==> src/hw/vec_defs.svh <==
`ifndef VEC_DEFS_SVH
`define VEC_DEFS_SVH

// ----------------------------------------
// subaddresses
// ----------------------------------------
`define VEC_OFS_LINE_BLANK 8'h5e
`define VEC_OFS_XCOLOUR_VBI 8'h5f
`define VEC_OFS_STD_MODE 8'h61
`define VEC_OFS_BURST 8'h62
`define VEC_OFS_FSC0 8'h63
`define VEC_OFS_FSC1 8'h64
`define VEC_OFS_FSC2 8'h65
`define VEC_OFS_FSC3 8'h66

// ----------------------------------------
// reset values
// ----------------------------------------
`define VEC_RST_LINE_BLANK 8'h35
`define VEC_RST_XCOLOUR_VBI 8'h00
`define VEC_RST_STD_MODE 8'h86
`define VEC_RST_BURST 8'h2f
`define VEC_RST_FSC 8'h00

// ----------------------------------------
// write masks
// ----------------------------------------
`define VEC_WMASK_ALL 8'hff
`define VEC_WMASK_LINE_BLANK 8'h3f

// ----------------------------------------
// field positions
// ----------------------------------------
`define VEC_XCOLOUR_HI 7
`define VEC_XCOLOUR_LO 6
`define VEC_BLANK_MSB 5
`define VEC_BLANK_LSB 0
`define VEC_RGB_PD 7
`define VEC_COMP_PD 6
`define VEC_ALT_INV 5
`define VEC_LUMA_GAIN 4
`define VEC_SECAM 3
`define VEC_CHROMA_BW 2
`define VEC_PAL 1
`define VEC_LINE_LEN 0
`define VEC_RTC_EN 7
`define VEC_BURST_MSB 6
`define VEC_BURST_LSB 0

// ----------------------------------------
// timing counts, fixed levels and phase output width
// ----------------------------------------
`define VEC_LINE_LEN_864 10'h360
`define VEC_LINE_LEN_858 10'h35a
`define VEC_SECAM_BURST_AMP 7'h2f
`define VEC_PHASE_BITS 12

`endif

==> src/hw/vec_pkg.sv <==
`include "vec_defs.svh"

package vec_pkg;

  // ----------------------------------------
  // types
  // ----------------------------------------
  typedef enum logic [1:0] {
    VEC_STD_NTSC,
    VEC_STD_PAL,
    VEC_STD_SECAM
  } vec_std_t;

  typedef struct packed {
    logic wr_en;
    logic rd_en;
    logic [7:0] subaddr;
    logic [7:0] wdata;
  } vec_sub_req_t;

  typedef struct packed {
    logic valid;
    logic [31:0] word;
  } vec_rtc_t;

  typedef struct packed {
    logic [1:0] xcolour_filter_sel;
    logic [5:0] blank_level;
    logic rgb_dac_powerdown;
    logic composite_dac_powerdown;
    logic luma_gain_setup_sel;
    logic chroma_bandwidth_sel;
    logic line_length_sel;
    vec_std_t standard;
    logic [6:0] burst_amplitude;
  } vec_settings_t;

endpackage : vec_pkg

==> src/hw/vec_chroma_ctrl.sv <==
`timescale 1ns/100ps
`include "vec_defs.svh"


module vec_chroma_ctrl (
  input wire logic ref_clk_in,
  input wire logic arst_n_in,
  input vec_pkg::vec_sub_req_t host_req_in,
  input vec_pkg::vec_rtc_t rtc_in,
  input wire logic vbi_active_in,
  output logic [7:0] rdata_out,
  output logic rdata_valid_out,
  output vec_pkg::vec_settings_t settings_out,
  output logic line_start_out,
  output logic alt_phase_out,
  output logic [`VEC_PHASE_BITS-1:0] subcarrier_phase_out
);

  import vec_pkg::*;

  // ----------------------------------------
  // register write decode
  // ----------------------------------------
  logic we_line_blank;
  logic we_xcolour_vbi;
  logic we_std_mode;
  logic we_burst;
  logic [3:0] we_fsc;

  always_comb begin
    we_line_blank = 1'b0;
    we_xcolour_vbi = 1'b0;
    we_std_mode = 1'b0;
    we_burst = 1'b0;
    we_fsc = 4'h0;
    if (host_req_in.wr_en) begin
      case (host_req_in.subaddr)
        `VEC_OFS_LINE_BLANK: we_line_blank = 1'b1;
        `VEC_OFS_XCOLOUR_VBI: we_xcolour_vbi = 1'b1;
        `VEC_OFS_STD_MODE: we_std_mode = 1'b1;
        `VEC_OFS_BURST: we_burst = 1'b1;
        `VEC_OFS_FSC0: we_fsc[0] = 1'b1;
        `VEC_OFS_FSC1: we_fsc[1] = 1'b1;
        `VEC_OFS_FSC2: we_fsc[2] = 1'b1;
        `VEC_OFS_FSC3: we_fsc[3] = 1'b1;
        default: we_fsc = 4'h0;
      endcase
    end
  end

  // ----------------------------------------
  // register storage
  // ----------------------------------------
  logic [7:0] line_blank_q;
  logic [7:0] xcolour_vbi_q;
  logic [7:0] std_mode_q;
  logic [7:0] burst_q;
  logic [7:0] fsc_q [4];

  vec_cfg_byte #(
    .RESET_VAL(`VEC_RST_LINE_BLANK),
    .WMASK(`VEC_WMASK_LINE_BLANK)
  ) u_line_blank (
    .ref_clk_in(ref_clk_in),
    .arst_n_in(arst_n_in),
    .wr_en_in(we_line_blank),
    .wdata_in(host_req_in.wdata),
    .q_out(line_blank_q)
  );

  vec_cfg_byte #(
    .RESET_VAL(`VEC_RST_XCOLOUR_VBI),
    .WMASK(`VEC_WMASK_ALL)
  ) u_xcolour_vbi (
    .ref_clk_in(ref_clk_in),
    .arst_n_in(arst_n_in),
    .wr_en_in(we_xcolour_vbi),
    .wdata_in(host_req_in.wdata),
    .q_out(xcolour_vbi_q)
  );

  vec_cfg_byte #(
    .RESET_VAL(`VEC_RST_STD_MODE),
    .WMASK(`VEC_WMASK_ALL)
  ) u_std_mode (
    .ref_clk_in(ref_clk_in),
    .arst_n_in(arst_n_in),
    .wr_en_in(we_std_mode),
    .wdata_in(host_req_in.wdata),
    .q_out(std_mode_q)
  );

  vec_cfg_byte #(
    .RESET_VAL(`VEC_RST_BURST),
    .WMASK(`VEC_WMASK_ALL)
  ) u_burst (
    .ref_clk_in(ref_clk_in),
    .arst_n_in(arst_n_in),
    .wr_en_in(we_burst),
    .wdata_in(host_req_in.wdata),
    .q_out(burst_q)
  );

  for (genvar gi = 0; gi < 4; gi++) begin : g_fsc
    vec_cfg_byte #(
      .RESET_VAL(`VEC_RST_FSC),
      .WMASK(`VEC_WMASK_ALL)
    ) u_fsc (
      .ref_clk_in(ref_clk_in),
      .arst_n_in(arst_n_in),
      .wr_en_in(we_fsc[gi]),
      .wdata_in(host_req_in.wdata),
      .q_out(fsc_q[gi])
    );
  end

  // ----------------------------------------
  // field extraction
  // ----------------------------------------
  logic [31:0] subcarrier_freq_word;
  logic realtime_ctrl_enable;
  logic alt_phase_invert;
  logic [1:0] xcolour_filter_sel;
  logic [5:0] vbi_blank_level;
  logic [5:0] line_blank_level;
  logic [6:0] burst_amplitude;
  vec_std_t std_sel;

  assign subcarrier_freq_word = {fsc_q[3], fsc_q[2], fsc_q[1], fsc_q[0]};
  assign realtime_ctrl_enable = burst_q[`VEC_RTC_EN];
  assign burst_amplitude = burst_q[`VEC_BURST_MSB:`VEC_BURST_LSB];
  assign alt_phase_invert = std_mode_q[`VEC_ALT_INV];
  assign xcolour_filter_sel = {xcolour_vbi_q[`VEC_XCOLOUR_HI],
                               xcolour_vbi_q[`VEC_XCOLOUR_LO]};
  assign vbi_blank_level =
    xcolour_vbi_q[`VEC_BLANK_MSB:`VEC_BLANK_LSB];
  assign line_blank_level =
    line_blank_q[`VEC_BLANK_MSB:`VEC_BLANK_LSB];

  always_comb begin
    if (std_mode_q[`VEC_SECAM]) begin
      std_sel = VEC_STD_SECAM;
    end else if (std_mode_q[`VEC_PAL]) begin
      std_sel = VEC_STD_PAL;
    end else begin
      std_sel = VEC_STD_NTSC;
    end
  end

  // ----------------------------------------
  // realtime frequency word
  // ----------------------------------------
  logic [31:0] rtc_word_reg;
  logic [31:0] rtc_word_next;
  logic rtc_seen_reg;
  logic rtc_seen_next;
  logic [31:0] active_freq_word;

  always_comb begin
    rtc_word_next = rtc_word_reg;
    rtc_seen_next = rtc_seen_reg;
    if (!realtime_ctrl_enable) begin
      rtc_seen_next = 1'b0;
    end else if (rtc_in.valid) begin
      rtc_word_next = rtc_in.word;
      rtc_seen_next = 1'b1;
    end
  end

  always_ff @(posedge ref_clk_in or negedge arst_n_in) begin
    if (!arst_n_in) begin
      rtc_word_reg <= 32'h0000_0000;
      rtc_seen_reg <= 1'b0;
    end else begin
      rtc_word_reg <= rtc_word_next;
      rtc_seen_reg <= rtc_seen_next;
    end
  end

  // programmed word unless realtime control is enabled and has delivered a word since it was enabled
  assign active_freq_word = (realtime_ctrl_enable && rtc_seen_reg) ?
                            rtc_word_reg : subcarrier_freq_word;

  vec_phase_accum u_phase (
    .ref_clk_in(ref_clk_in),
    .arst_n_in(arst_n_in),
    .incr_in(active_freq_word),
    .phase_out(subcarrier_phase_out)
  );

  // ----------------------------------------
  // line counter and alternating phase
  // ----------------------------------------
  logic [9:0] pix_cnt_reg;
  logic [9:0] pix_cnt_next;
  logic [9:0] line_last;
  logic line_toggle_reg;
  logic line_toggle_next;
  logic line_start_reg;
  logic line_start_next;
  logic alt_phase_reg;
  logic alt_phase_next;

  always_comb begin
    if (std_mode_q[`VEC_LINE_LEN]) begin
      line_last = `VEC_LINE_LEN_858 - 10'h001;
    end else begin
      line_last = `VEC_LINE_LEN_864 - 10'h001;
    end
    line_start_next = 1'b0;
    line_toggle_next = line_toggle_reg;
    if (pix_cnt_reg >= line_last) begin
      pix_cnt_next = 10'h000;
      line_start_next = 1'b1;
      line_toggle_next = ~line_toggle_reg;
    end else begin
      pix_cnt_next = pix_cnt_reg + 10'h001;
    end
    case (std_sel)
      VEC_STD_PAL: begin
        alt_phase_next = line_toggle_next ^
          (alt_phase_invert & realtime_ctrl_enable);
      end
      VEC_STD_NTSC: alt_phase_next = 1'b0;
      VEC_STD_SECAM: alt_phase_next = line_toggle_next;
      default: alt_phase_next = 1'b0;
    endcase
  end

  always_ff @(posedge ref_clk_in or negedge arst_n_in) begin
    if (!arst_n_in) begin
      pix_cnt_reg <= 10'h000;
      line_toggle_reg <= 1'b0;
      line_start_reg <= 1'b0;
      alt_phase_reg <= 1'b0;
    end else begin
      pix_cnt_reg <= pix_cnt_next;
      line_toggle_reg <= line_toggle_next;
      line_start_reg <= line_start_next;
      alt_phase_reg <= alt_phase_next;
    end
  end

  assign line_start_out = line_start_reg;
  assign alt_phase_out = alt_phase_reg;

  // ----------------------------------------
  // effective settings
  // ----------------------------------------
  vec_settings_t settings_reg;
  vec_settings_t settings_next;

  always_comb begin
    settings_next.xcolour_filter_sel = xcolour_filter_sel;
    settings_next.blank_level = vbi_active_in ?
      vbi_blank_level : line_blank_level;
    settings_next.rgb_dac_powerdown = std_mode_q[`VEC_RGB_PD];
    settings_next.composite_dac_powerdown =
      std_mode_q[`VEC_COMP_PD];
    settings_next.luma_gain_setup_sel = std_mode_q[`VEC_LUMA_GAIN];
    settings_next.chroma_bandwidth_sel = std_mode_q[`VEC_CHROMA_BW];
    settings_next.line_length_sel = std_mode_q[`VEC_LINE_LEN];
    settings_next.standard = std_sel;
    case (std_sel)
      VEC_STD_SECAM: begin
        settings_next.burst_amplitude = `VEC_SECAM_BURST_AMP;
      end
      VEC_STD_PAL: settings_next.burst_amplitude = burst_amplitude;
      VEC_STD_NTSC: settings_next.burst_amplitude = burst_amplitude;
      default: settings_next.burst_amplitude = burst_amplitude;
    endcase
  end

  always_ff @(posedge ref_clk_in or negedge arst_n_in) begin
    if (!arst_n_in) begin
      settings_reg <= '0;
    end else begin
      settings_reg <= settings_next;
    end
  end

  assign settings_out = settings_reg;

  // ----------------------------------------
  // register read back
  // ----------------------------------------
  logic [7:0] rdata_reg;
  logic [7:0] rdata_next;
  logic rvalid_reg;
  logic rvalid_next;

  always_comb begin
    rdata_next = 8'h00;
    rvalid_next = host_req_in.rd_en;
    if (host_req_in.rd_en) begin
      case (host_req_in.subaddr)
        `VEC_OFS_LINE_BLANK: rdata_next = line_blank_q;
        `VEC_OFS_XCOLOUR_VBI: rdata_next = xcolour_vbi_q;
        `VEC_OFS_STD_MODE: rdata_next = std_mode_q;
        `VEC_OFS_BURST: rdata_next = burst_q;
        `VEC_OFS_FSC0: rdata_next = fsc_q[0];
        `VEC_OFS_FSC1: rdata_next = fsc_q[1];
        `VEC_OFS_FSC2: rdata_next = fsc_q[2];
        `VEC_OFS_FSC3: rdata_next = fsc_q[3];
        default: rdata_next = 8'h00;
      endcase
    end
  end

  always_ff @(posedge ref_clk_in or negedge arst_n_in) begin
    if (!arst_n_in) begin
      rdata_reg <= 8'h00;
      rvalid_reg <= 1'b0;
    end else begin
      rdata_reg <= rdata_next;
      rvalid_reg <= rvalid_next;
    end
  end

  assign rdata_out = rdata_reg;
  assign rdata_valid_out = rvalid_reg;

endmodule : vec_chroma_ctrl

==> src/hw/vec_cfg_byte.sv <==
`timescale 1ns/100ps

module vec_cfg_byte #(
  parameter logic [7:0] RESET_VAL = 8'h00,
  parameter logic [7:0] WMASK = 8'hff
) (
  input wire logic ref_clk_in,
  input wire logic arst_n_in,
  input wire logic wr_en_in,
  input wire logic [7:0] wdata_in,
  output logic [7:0] q_out
);

  logic [7:0] q_reg;
  logic [7:0] q_next;

  // ----------------------------------------
  // masked byte store
  // ----------------------------------------
  always_comb begin
    q_next = q_reg;
    if (wr_en_in) begin
      q_next = wdata_in & WMASK;
    end
  end

  always_ff @(posedge ref_clk_in or negedge arst_n_in) begin
    if (!arst_n_in) begin
      q_reg <= RESET_VAL;
    end else begin
      q_reg <= q_next;
    end
  end

  assign q_out = q_reg;

endmodule : vec_cfg_byte

==> src/hw/vec_phase_accum.sv <==
`timescale 1ns/100ps
`include "vec_defs.svh"

module vec_phase_accum (
  input wire logic ref_clk_in,
  input wire logic arst_n_in,
  input wire logic [31:0] incr_in,
  output logic [`VEC_PHASE_BITS-1:0] phase_out
);

  logic [31:0] acc_reg;
  logic [31:0] acc_next;

  // ----------------------------------------
  // modulo 2^32 accumulation
  // ----------------------------------------
  always_comb begin
    acc_next = acc_reg + incr_in;
  end

  always_ff @(posedge ref_clk_in or negedge arst_n_in) begin
    if (!arst_n_in) begin
      acc_reg <= 32'h0000_0000;
    end else begin
      acc_reg <= acc_next;
    end
  end

  assign phase_out = acc_reg[31 -: `VEC_PHASE_BITS];

endmodule : vec_phase_accum

==> config.mk <==
export PLATFORM = sky130hd
export DESIGN_NAME = vec_chroma_ctrl
export DESIGN_NICKNAME = d
export VERILOG_FILES = /design/src/hw/vec_pkg.sv /design/src/hw/vec_chroma_ctrl.sv /design/src/hw/vec_cfg_byte.sv /design/src/hw/vec_phase_accum.sv
export VERILOG_INCLUDE_DIRS = /design/src /design/src/hw
export SDC_FILE = /design/constraint.sdc
export NUM_CORES = 1
export LEC_CHECK = 0
export ABC_AREA = 1
export BUFFER_PORTS_ARGS = -buffer_cell sky130_fd_sc_hd__buf_4
export CAP_MARGIN = 20
export CORE_MARGIN = 2
export CORE_UTILIZATION = 35
export DETAILED_ROUTE_END_ITERATION = 10
export GPL_TIMING_DRIVEN = 0
export HOLD_SLACK_MARGIN = 0.06
export PLACE_DENSITY = 0.63
export SETUP_SLACK_MARGIN = 0.4
export SYNTH_ARGS = -nofsm -noshare
export SYNTH_HDL_FRONTEND = slang
export SYNTH_SLANG_ARGS = --single-unit
==> constraint.sdc <==
create_clock -name ref_clk_in -period 4.9 [get_ports ref_clk_in]
set_input_delay 1.225 -clock ref_clk_in [delete_from_list [all_inputs] [get_ports ref_clk_in]]
set_output_delay 1.225 -clock ref_clk_in [all_outputs]
set_load 0.03 [all_outputs]
==> flow_summary.toml, run 1 <==
[clock_network]
postCtsSetupBuffers = 0
cts_sinks = 171
cts_max_level = 4
cts.clk_slew.worst_paths_ps = 70
hold_buffers = 0
root_buffer = "clkbuf_16"
clk_latency_ps = 450
clockBufferDepth = 2
cts_inserted_buffers = 17
ctsResizeCount = 0
tritoncts = "done"

[setup_path]
path_buf_inv = 2
slowest_delay_ps = 470
path_cells = "nand2_1 > buf_2 > clkbuf_1 > a21oi_1 > ha_1 > nand2_1 > nor2_1 > nand3_1 > nand2_1 > nand2_1 > nand3_1 > nand2_1"
ff2ff_setup_slack_ps = 1870
critPathLaunchType = "flop"
r2r_start = "u_burst.q_out[7]$_DFFE_PN0P_"
arrival_ps = 3360
rr_worst_depth = 12
worstPathRequired_ps = 5230
cp_max_fo = 10
path_class = "flop to flop"
worst_path_dominant_cell_family = "simple AND/OR/NAND/NOR gates"
crit_start = "u_burst.q_out[7]$_DFFE_PN0P_"
slowest_stage = "dfrtp_1"
path_common_cell = "nand2_1"
reg2reg_to = "u_phase.acc_reg[28]$_DFF_PN0_"
cp-end-kind = "flop"

[yosys]
synth.area.top_cells = "dfrtp_1 (42%), nand2_1 (14%), inv_1 (7.1%)"
ys_warn_count = 0
ys_seq_elements = 171
syn_inst = 1177
yosysTopAreaCell = "dfrtp_1"
syn_nets = 1269
ys.flop_type = "dfrtp_1"
async_flop_share_pct = 100.0
synth_top_area_share_pct = 42.11
synth.distinct_cells = 35
synth_edf_count = 0
ys_seq_area_share_pct = 45.44
synth_area_um2 = 9449
synth.avg_cell_area_um2 = 8.028

[global_routing]
antenna_found_initial = 0
first_global_vias = 7728
gr-total-overflow = 0
grt_pass1_wl_mm = 39.65
gr-usage-all-layers_pct = 17.97
grt_max_degree = 97

[final_layout]
antenna_cells = 0
layout-drive-gt1-share_pct = 19.57
regArea_um2 = 4294
finalNetCount = 1387
area_growth_pct = 19.27
fin_area_um2 = 11270
multiInputGateArea_um2 = 4257
finalNonFillerCells = 1649
fillers = 2696

[hold_path]
hold_class = "flop to flop"
whs_endpoint = "settings_out[21]$_DFF_PN0_"
worstHoldStart = "u_xcolour_vbi.q_out[7]$_DFFE_PN0P_"
hold_depth = 0

[timing]
worstMarginPinSlew_ps = 621.8
slew_headroom_pct = 58.55
rsz0062_at_grt = "false"
setup_viol = 0
slew_viol_final = 0
finalSetupTns_ps = 0
fmax_mhz = 330.3
min_period_over_period_pct = 61.80
period_needed_ps = 3028
hold_viol = 0
fin_worst_skew_ps = 10.25

[power_and_ir_drop]
pwr-share-clk_pct = 31.0
p_sw_w = 0.001598
swShare_pct = 35.41
vdd_ir_drop_max_mv = 0.2223
p_total_w = 0.004514
p_int_w = 0.002915
power_density_nw_per_um2 = 400.5
leakagePower_nw = 6.030
pwr-share-comb_pct = 28.8
p_seq_share_pct = 40.2

[drt]
post_drt_wl_per_cell_um = 14.98
routed_wl_mm = 24.71
drtIter0Drc = 644
num_vias = 7843
drc = 0
vias_per_cell = 4.756
firstDrtPassIters = 8
antenna_left = 0

[floorplan]
die-area_um2 = 28330
start_util_pct = 35.36
ios = 99
fp.dieW_um = 168.3
die_y_um = 168.3
fp-row-count = 60
core_region_area_um2 = 26730

[run_status]
status = "finished, final reports clean"

[run]
maxCapViolations = 0

[placement]
dp_cells = 1617
dp_hpwl_mm = 18.79
place.gp.congestion = 0.9111
io_buffers = 98
placed_area_um2 = 10650
==> per-layer routing <==
metal,track usage [%],up-vias,part of all wire [%]
met5,0,-,0
met4,4.123,0,1.3
met3,3.268,28,4.8
met2,30.04,199,48
met1,24.29,3674,46
li1,-,3942,-
==> power by group through the flow <==
stage | Combinational (W) | Clock [W] | Sequential (W)
finish | 0.00130 | 0.00140 | 0.00181
global placement | 0.00127 | 0 | 0.00184
CTS | 0.00131 | 0.00143 | 0.00182
floorplan | 0.000907 | 0 | 0.00181
global route | 0.00147 | 0.00149 | 0.00184
detailed placement | 0.00129 | 0 | 0.00184
==> metrics by stage <==
step	worst slack (ps)	utilization (%)	hold WS, ps
global route	1623	42.17	397.4
floorplan	2550	-	353.7
finish	1872	42.17	381.9
CTS	1889	42.17	384.5
detailed placement	1899	39.84	368.0
global placement	1526	39.71	359.8
==> cell usage in the layout (no fill, tap or decap), types with 33 or more instances in the layout <==
cell type,n
a21oi_1,48
nand2_1,343
nor2_1,91
o21ai_0,44
dfrtp_1,159
nand3_1,68
ha_1,37
inv_1,178
buf_4,110
o21ai_1,33
mux2_2,45
==> Yosys cell counts (all sizes together), types with 11 or more instances <==
cell   number
a21oi      48
buf        28
dfrtp     159
dfstp      12
ha         37
inv       180
mux2       45
nand2     351
nand3      72
nor2       98
nor3       11
o21ai      93
xor2       14
==> cell families after synthesis <==
group / after synthesis / synth area share (%)
AND/OR/NAND/NOR: 543 / 24.18
buffers and inverters: 213 / 9.507
flip-flops: 171 / 45.44
AO/OA/AOI/OAI: 150 / 8.819
multiplexers: 45 / 5.363
adder cells (fa/ha/maj): 38 / 5.111
XOR/XNOR: 17 / 1.576
==> worst max path at each step <==
stage / endpoint / slack (ps) / cells after the start
after global routing: u_phase.acc_reg[28]$_DFF_PN0_ / 1620 / 12
after detailed placement: u_phase.acc_reg[28]$_DFF_PN0_ / 1900 / 12
after CTS: u_phase.acc_reg[28]$_DFF_PN0_ / 1890 / 12
after floorplan: u_phase.acc_reg[31]$_DFF_PN0_ / 2550 / 13
after global placement: settings_out[17]$_DFF_PN0_ / 1530 / 1
final: u_phase.acc_reg[28]$_DFF_PN0_ / 1870 / 12
==> worst reg2reg max path: stages, from the launching register on <==
cell and delay [ps]:
dfrtp_1 470, nand2_1 160, buf_2 320, clkbuf_1 440, a21oi_1 190, ha_1 390
nand2_1 130, nor2_1 270, nand3_1 120, nand2_1 180, nand2_1 110, nand3_1 90
nand2_1 50
==> final cells by class <==
| cell class | instances | area share [%] |
|---|---|---|
| repair buffers | 99 | 6.839 |
| plain buffers | 33 | 1.976 |
| clock inverters | 15 | 1.754 |
| multi-input cells | 793 | 37.77 |
| well taps | 341 | 3.786 |
| flip-flops and latches | 171 | 38.10 |
| inverters | 180 | 5.995 |
| clock buffers | 17 | 3.775 |
Note: power is estimated with default switching activity, not from simulation.
==> inputs of run 2 (changes only) <==
==> constraint.sdc (replaced) <==
create_clock -name ref_clk_in -period 3.2 [get_ports ref_clk_in]
set_input_delay 0.8 -clock ref_clk_in [delete_from_list [all_inputs] [get_ports ref_clk_in]]
set_output_delay 0.8 -clock ref_clk_in [all_outputs]
set_load 0.03 [all_outputs]
==> run 2 against run 1 <==
Against the previous run: critical path depth grew 3; die area is the same; worst setup slack lost 1300 ps; clock skew is essentially flat; first-iteration DRC count shrank 2.8%; final area grew 0.33%; power grew 53%; global-route usage is the same; final cell count is the same; via count shrank 0.65%; utilization grew 0.14 points; maximum frequency grew 16%.
==> flow_summary.toml, run 2 (synthesis gave the netlist of run 1 again) <==
[global_routing]
top_usage_layer = "met2"
grtUsageMet3_pct = 3.268
grt_max_degree = 97
gr-total-overflow = 0
antenna_found_initial = 0
grt_pass1_wl_mm = 39.65
use_met2_pct = 30.04
met1_usage_pct = 24.29
first_global_vias = 7728
gr-usage-all-layers_pct = 17.97

[setup_path]
path_common_cell = "nand2_1"
cp-end-kind = "flop"
worst_path_dominant_cell_family = "simple AND/OR/NAND/NOR gates"
cp_max_fo = 10
reg2reg_to = "u_phase.acc_reg[26]$_DFF_PN0_"
ff2ff_setup_slack_ps = 590
rr_worst_depth = 15
path_cells = "nand2_2 > buf_6 > clkbuf_4 > a21oi_1 > ha_1 > nand2_1 > inv_1 > nand2_1 > nand2_1 > inv_1 > nand3_1 > nand2_1 > nand3_1 > nand2_1 > nand2_1"
path_buf_inv = 4
arrival_ps = 2950
slowest_delay_ps = 450
critPathLaunchType = "flop"
path_class = "flop to flop"
worstPathRequired_ps = 3530
slowest_stage = "dfrtp_2"
r2r_start = "u_burst.q_out[7]$_DFFE_PN0P_"

[floorplan]
core_region_area_um2 = 26730
die_y_um = 168.3
start_util_pct = 35.36
ios = 99
die-area_um2 = 28330
fp.dieW_um = 168.3
fp-row-count = 60

[timing]
slew_viol_final = 0
min_period_over_period_pct = 81.72
rsz0062_at_grt = "false"
fin_worst_skew_ps = 10.18
period_needed_ps = 2615
slew_headroom_pct = 58.24
finalSetupTns_ps = 0
fmax_mhz = 382.4
hold_viol = 0
worstMarginPinSlew_ps = 626.4
setup_viol = 0

[clock_network]
clk_latency_ps = 450
ctsResizeCount = 2
clockBufferDepth = 2
hold_buffers = 0
cts.clk_slew.worst_paths_ps = 70
cts_inserted_buffers = 17
tritoncts = "done"
root_buffer = "clkbuf_16"
cts_sinks = 171
postCtsSetupBuffers = 0
cts_max_level = 4

[drt]
firstDrtPassIters = 7
antenna_left = 0
drtIter0Drc = 626
vias_per_cell = 4.725
routed_wl_mm = 24.76
num_vias = 7792
post_drt_wl_per_cell_um = 15.01
drc = 0

[final_layout]
antenna_cells = 0
fillers = 2692
layout-drive-gt1-share_pct = 20.34
layout_commonest_cell = "nand2_1"
regArea_um2 = 4295
layout_common_cells = "nand2_1 (340), inv_1 (178), dfrtp_1 (158)"
multiInputGateArea_um2 = 4274
area_growth_pct = 19.66
finalNetCount = 1387

[run_status]
status = "finished, final reports clean"

[placement]
dp_hpwl_mm = 18.79
place.gp.congestion = 0.9111
io_buffers = 98

[power_and_ir_drop]
p_total_w = 0.006923
vdd_ir_drop_max_mv = 0.3409
leakagePower_nw = 6.049
power_density_nw_per_um2 = 612.3

[run]
maxCapViolations = 0

[hold_path]
hold_class = "primary input to asynchronous set/reset pin"
## run 2: power by group
part           switching [W]  total [W]  internal, W
clock                0.00102    0.00215      0.00113
sequential          0.000231    0.00278      0.00255
combinational        0.00121    0.00199     0.000788
total                0.00246    0.00692      0.00447
## run 2: worst reg2reg max path: stages, from the launching register on
cell and delay [ps]:
dfrtp_2 450, nand2_2 110, buf_6 170, clkbuf_4 200
a21oi_1 250, ha_1 330, nand2_1 160, inv_1 60
nand2_1 60, nand2_1 70, inv_1 50, nand3_1 210
nand2_1 190, nand3_1 80, nand2_1 60, nand2_1 50
## run 2: worst max-delay path by stage
stage                     depth (start not counted)                             to  slack [ps]                         start
after detailed placement                         12  u_phase.acc_reg[28]$_DFF_PN0_         200  u_burst.q_out[7]$_DFFE_PN0P_
after floorplan                                  13  u_phase.acc_reg[31]$_DFF_PN0_         850  u_burst.q_out[7]$_DFFE_PN0P_
after global routing                             15  u_phase.acc_reg[26]$_DFF_PN0_         410  u_burst.q_out[7]$_DFFE_PN0P_
final                                            15  u_phase.acc_reg[26]$_DFF_PN0_         590  u_burst.q_out[7]$_DFFE_PN0P_
after global placement                            1     settings_out[17]$_DFF_PN0_         250                     arst_n_in
after CTS                                        13  u_phase.acc_reg[23]$_DFF_PN0_         340  u_burst.q_out[7]$_DFFE_PN0P_
## run 2: per-layer routing
metal	vias up	share of wire, %
met5	-	0
met1	3621	46
met3	31	5.2
li1	3942	-
met2	198	48
met4	0	1.3
## run 2: layout make-up
cell class | instances | area share, %
buffer | 33 | 2.136
clock inverter | 15 | 1.748
tap | 341 | 3.773
clock buffer | 17 | 3.762
multi-input combinational | 793 | 37.80
sequential | 171 | 37.99
inverter | 180 | 5.975
timing repair buffer | 99 | 6.816
## run 2: per-stage QoR
step | area, µm² | worst slack [ps] | hold slack (ps) | utilization, % | std cells
6_report | 11310 | 585.1 | 310.0 | 42.31 | 1649
5_1_grt | 11310 | 407.7 | 372.2 | 42.31 | 1649
4_1_cts | 11270 | 344.0 | 362.2 | 42.18 | 1649
3_5_place_dp | 10650 | 198.9 | 368.0 | 39.84 | 1617
3_3_place_gp | 10610 | 251.3 | 359.8 | 39.71 | 1616
2_1_floorplan | 9449 | 850.4 | 353.7 | - | 1177
==> inputs of run 3 (changes only) <==
--- a/config.mk
+++ b/config.mk
@@ -14,7 +14,7 @@
 export DETAILED_ROUTE_END_ITERATION = 10
 export GPL_TIMING_DRIVEN = 0
 export HOLD_SLACK_MARGIN = 0.06
-export PLACE_DENSITY = 0.63
+export PLACE_DENSITY = 0.65
 export SETUP_SLACK_MARGIN = 0.4
 export SYNTH_ARGS = -nofsm -noshare
 export SYNTH_HDL_FRONTEND = slang
==> constraint.sdc (replaced) <==
create_clock -name ref_clk_in -period 2.1 [get_ports ref_clk_in]
set_input_delay 0.525 -clock ref_clk_in [delete_from_list [all_inputs] [get_ports ref_clk_in]]
set_output_delay 0.525 -clock ref_clk_in [all_outputs]
set_load 0.03 [all_outputs]
==> run 3 against run 2 <==
Against the previous run: the flow now finishes with violations (negative setup slack); sequential power is 57% higher; maximum frequency is 13% higher; critical path type unchanged; critical endpoint is now u_phase.acc_reg[16]$_DFF_PN0_; largest cell class is now multi-input combinational cells; combinational power is 130% higher; largest power group is now combinational cells; critical path depth is 1 lower; highest routed layer unchanged; flip-flop and latch count stayed put; clock skew is 3.0 ps higher; power is 78% higher; final cell count is 2.3% higher; worst setup slack worse by 790 ps.
==> flow_summary.toml, run 3 (synthesis gave the netlist of run 1 again) <==
[final_layout]
layout_commonest_cell = "nand2_1"
finalNonFillerCells = 1687
antenna_cells = 0
layout-drive-gt1-share_pct = 38.19
area_growth_pct = 37.37
finalNetCount = 1425
layout_common_cells = "nand2_1 (254), inv_1 (161), dfrtp_1 (156)"

[hold_path]
hold_depth = 1
hold_class = "primary input to flop"
worstHoldStart = "host_req_in[16]"
whs_endpoint = "rdata_valid_out$_DFF_PN0_"

[floorplan]
fp-row-count = 60
core_region_area_um2 = 26730
die-area_um2 = 28330
ios = 99
start_util_pct = 35.36
die_y_um = 168.3
fp.dieW_um = 168.3

[setup_path]
path_class = "flop to flop"
rr_worst_depth = 14
reg2reg_to = "u_phase.acc_reg[16]$_DFF_PN0_"
critPathLaunchType = "flop"
path_cells = "nand2_8 > buf_8 > mux2_4 > ha_4 > inv_2 > fa_2 > inv_2 > nand3_2 > nand3_4 > nand2_4 > nand2_4 > nand3_2 > nand2_2 > xor2_1"
cp_max_fo = 7
slowest_delay_ps = 460
cp-end-kind = "flop"
worstPathRequired_ps = 2440
worst_path_dominant_cell_family = "simple AND/OR/NAND/NOR gates"
slowest_stage = "dfrtp_2"
ff2ff_setup_slack_ps = -210
path_buf_inv = 3
r2r_start = "u_burst.q_out[7]$_DFFE_PN0P_"
arrival_ps = 2650

[placement]
io_buffers = 98
dp_hpwl_mm = 18.89
dp_cells = 1617
place.gp.congestion = 0.9030

[timing]
hold_viol = 0
period_needed_ps = 2308
slew_viol_final = 0
setup_viol = 26
min_period_over_period_pct = 109.9
worstMarginPinSlew_ps = 618.6
slew_headroom_pct = 58.76
worst_slack_ps = -208.3
hold_ws_ps = 203.6
rsz0062_at_grt = "true"
fin_worst_skew_ps = 13.19
fmax_mhz = 433.2

[global_routing]
gr-total-overflow = 0
antenna_found_initial = 0
grt_max_degree = 127
grt_pass1_wl_mm = 41.70
first_global_vias = 8105
gr-usage-all-layers_pct = 18.90

[drt]
post_drt_wl_per_cell_um = 15.95
antenna_left = 0
vias_per_cell = 4.919
routed_wl_mm = 26.90
num_vias = 8298
drtIter0Drc = 716
drc = 0
firstDrtPassIters = 8

[clock_network]
cts_sinks = 171
root_buffer = "clkbuf_16"
cts_inserted_buffers = 17
tritoncts = "done"
cts_max_level = 4
clockBufferDepth = 2
cts.clk_slew.worst_paths_ps = 80
clk_latency_ps = 450

[power_and_ir_drop]
vdd_ir_drop_max_mv = 0.6581
power_density_nw_per_um2 = 947.1
leakagePower_nw = 6.591

[run]
maxCapViolations = 0

[run_status]
status = "finished with violations"
violations = "negative setup slack"
==> run 3: cell count changes in the layout (fill, tap and decap cells not counted), moves of 17 or more <==
cell	delta
nand2_1	-86
nand2_2	+58
a21oi_1	-28
ha_1	-27
ha_4	+27
nand2_4	+26
nor2_1	-25
a21oi_2	+23
buf_6	+19
nor2_2	+18
inv_1	-17
inv_2	+17
nand3_1	-17
==> run 3: worst max-delay path by stage <==
stage	startpoint	endpoint	slack [ps]	cells past startpoint
after floorplan	u_burst.q_out[7]$_DFFE_PN0P_	u_phase.acc_reg[16]$_DFF_PN0_	30	14
after global placement	arst_n_in	settings_out[17]$_DFF_PN0_	-550	1
after detailed placement	u_burst.q_out[7]$_DFFE_PN0P_	u_phase.acc_reg[29]$_DFF_PN0_	-470	15
after CTS	u_burst.q_out[7]$_DFFE_PN0P_	u_phase.acc_reg[23]$_DFF_PN0_	-140	15
after global routing	u_burst.q_out[7]$_DFFE_PN0P_	u_phase.acc_reg[27]$_DFF_PN0_	-310	15
final	u_burst.q_out[7]$_DFFE_PN0P_	u_phase.acc_reg[16]$_DFF_PN0_	-210	14
==> run 3: cell type report <==
| type | count | area [µm²] |
|---|---|---|
| plain buffers | 33 | 320.3 |
| clock buffers | 17 | 425.4 |
| clock inverters | 15 | 201.4 |
| fillers | 2476 | 13750 |
| inverters | 180 | 675.6 |
| multi-input cells | 793 | 5461 |
| flip-flops and latches | 171 | 4298 |
| well taps | 341 | 426.7 |
| repair buffers | 137 | 1171 |
==> run 3: what timing repair did <==
action | in CTS | in global routing
endpoints found under the hold margin | 45 | 0
setup endpoints to repair | 43 | 49
hold buffers | 1 | 0
cloned | 4 | 0
gates resized for setup | 185 | 83
setup buffers | 23 | 10
pin swaps | 60 | 49
==> run 3: where the power goes <==
| group | internal, W | switching (W) | leakage (nW) |
|---|---|---|---|
| clock | 0.00172 | 0.00159 | 0.299 |
| sequential | 0.00389 | 0.000480 | 2.17 |
| combinational | 0.00211 | 0.00250 | 4.12 |
==> run 3: per-stage QoR <==
step           utilization (%)  setup TNS (ps)  cell area [µm²]  worst slack (ps)  total power [W]
3_5_place_dp             41.07           -7901            10980            -470.5         0.007663
6_report                 48.57           -3626            12980            -208.3          0.01229
5_1_grt                  48.57           -5974            12980            -309.9          0.01293
2_1_floorplan                -               0             9779             31.18         0.006641
3_3_place_gp             40.94          -91420            10940            -548.7         0.007581
4_1_cts                  47.08           -1828            12580            -141.6          0.01184
==> run 3: metal layers <==
metal | GRT usage, % | vias up | wire, µm | share of wire [%]
met5 | 0 | - | 0 | 0
met1 | 24.41 | 3968 | 11800 | 44
met3 | 3.738 | 43 | 1430 | 5.3
met4 | 6.709 | 0 | 777 | 2.9
met2 | 31.62 | 260 | 12900 | 48
li1 | - | 4027 | - | -
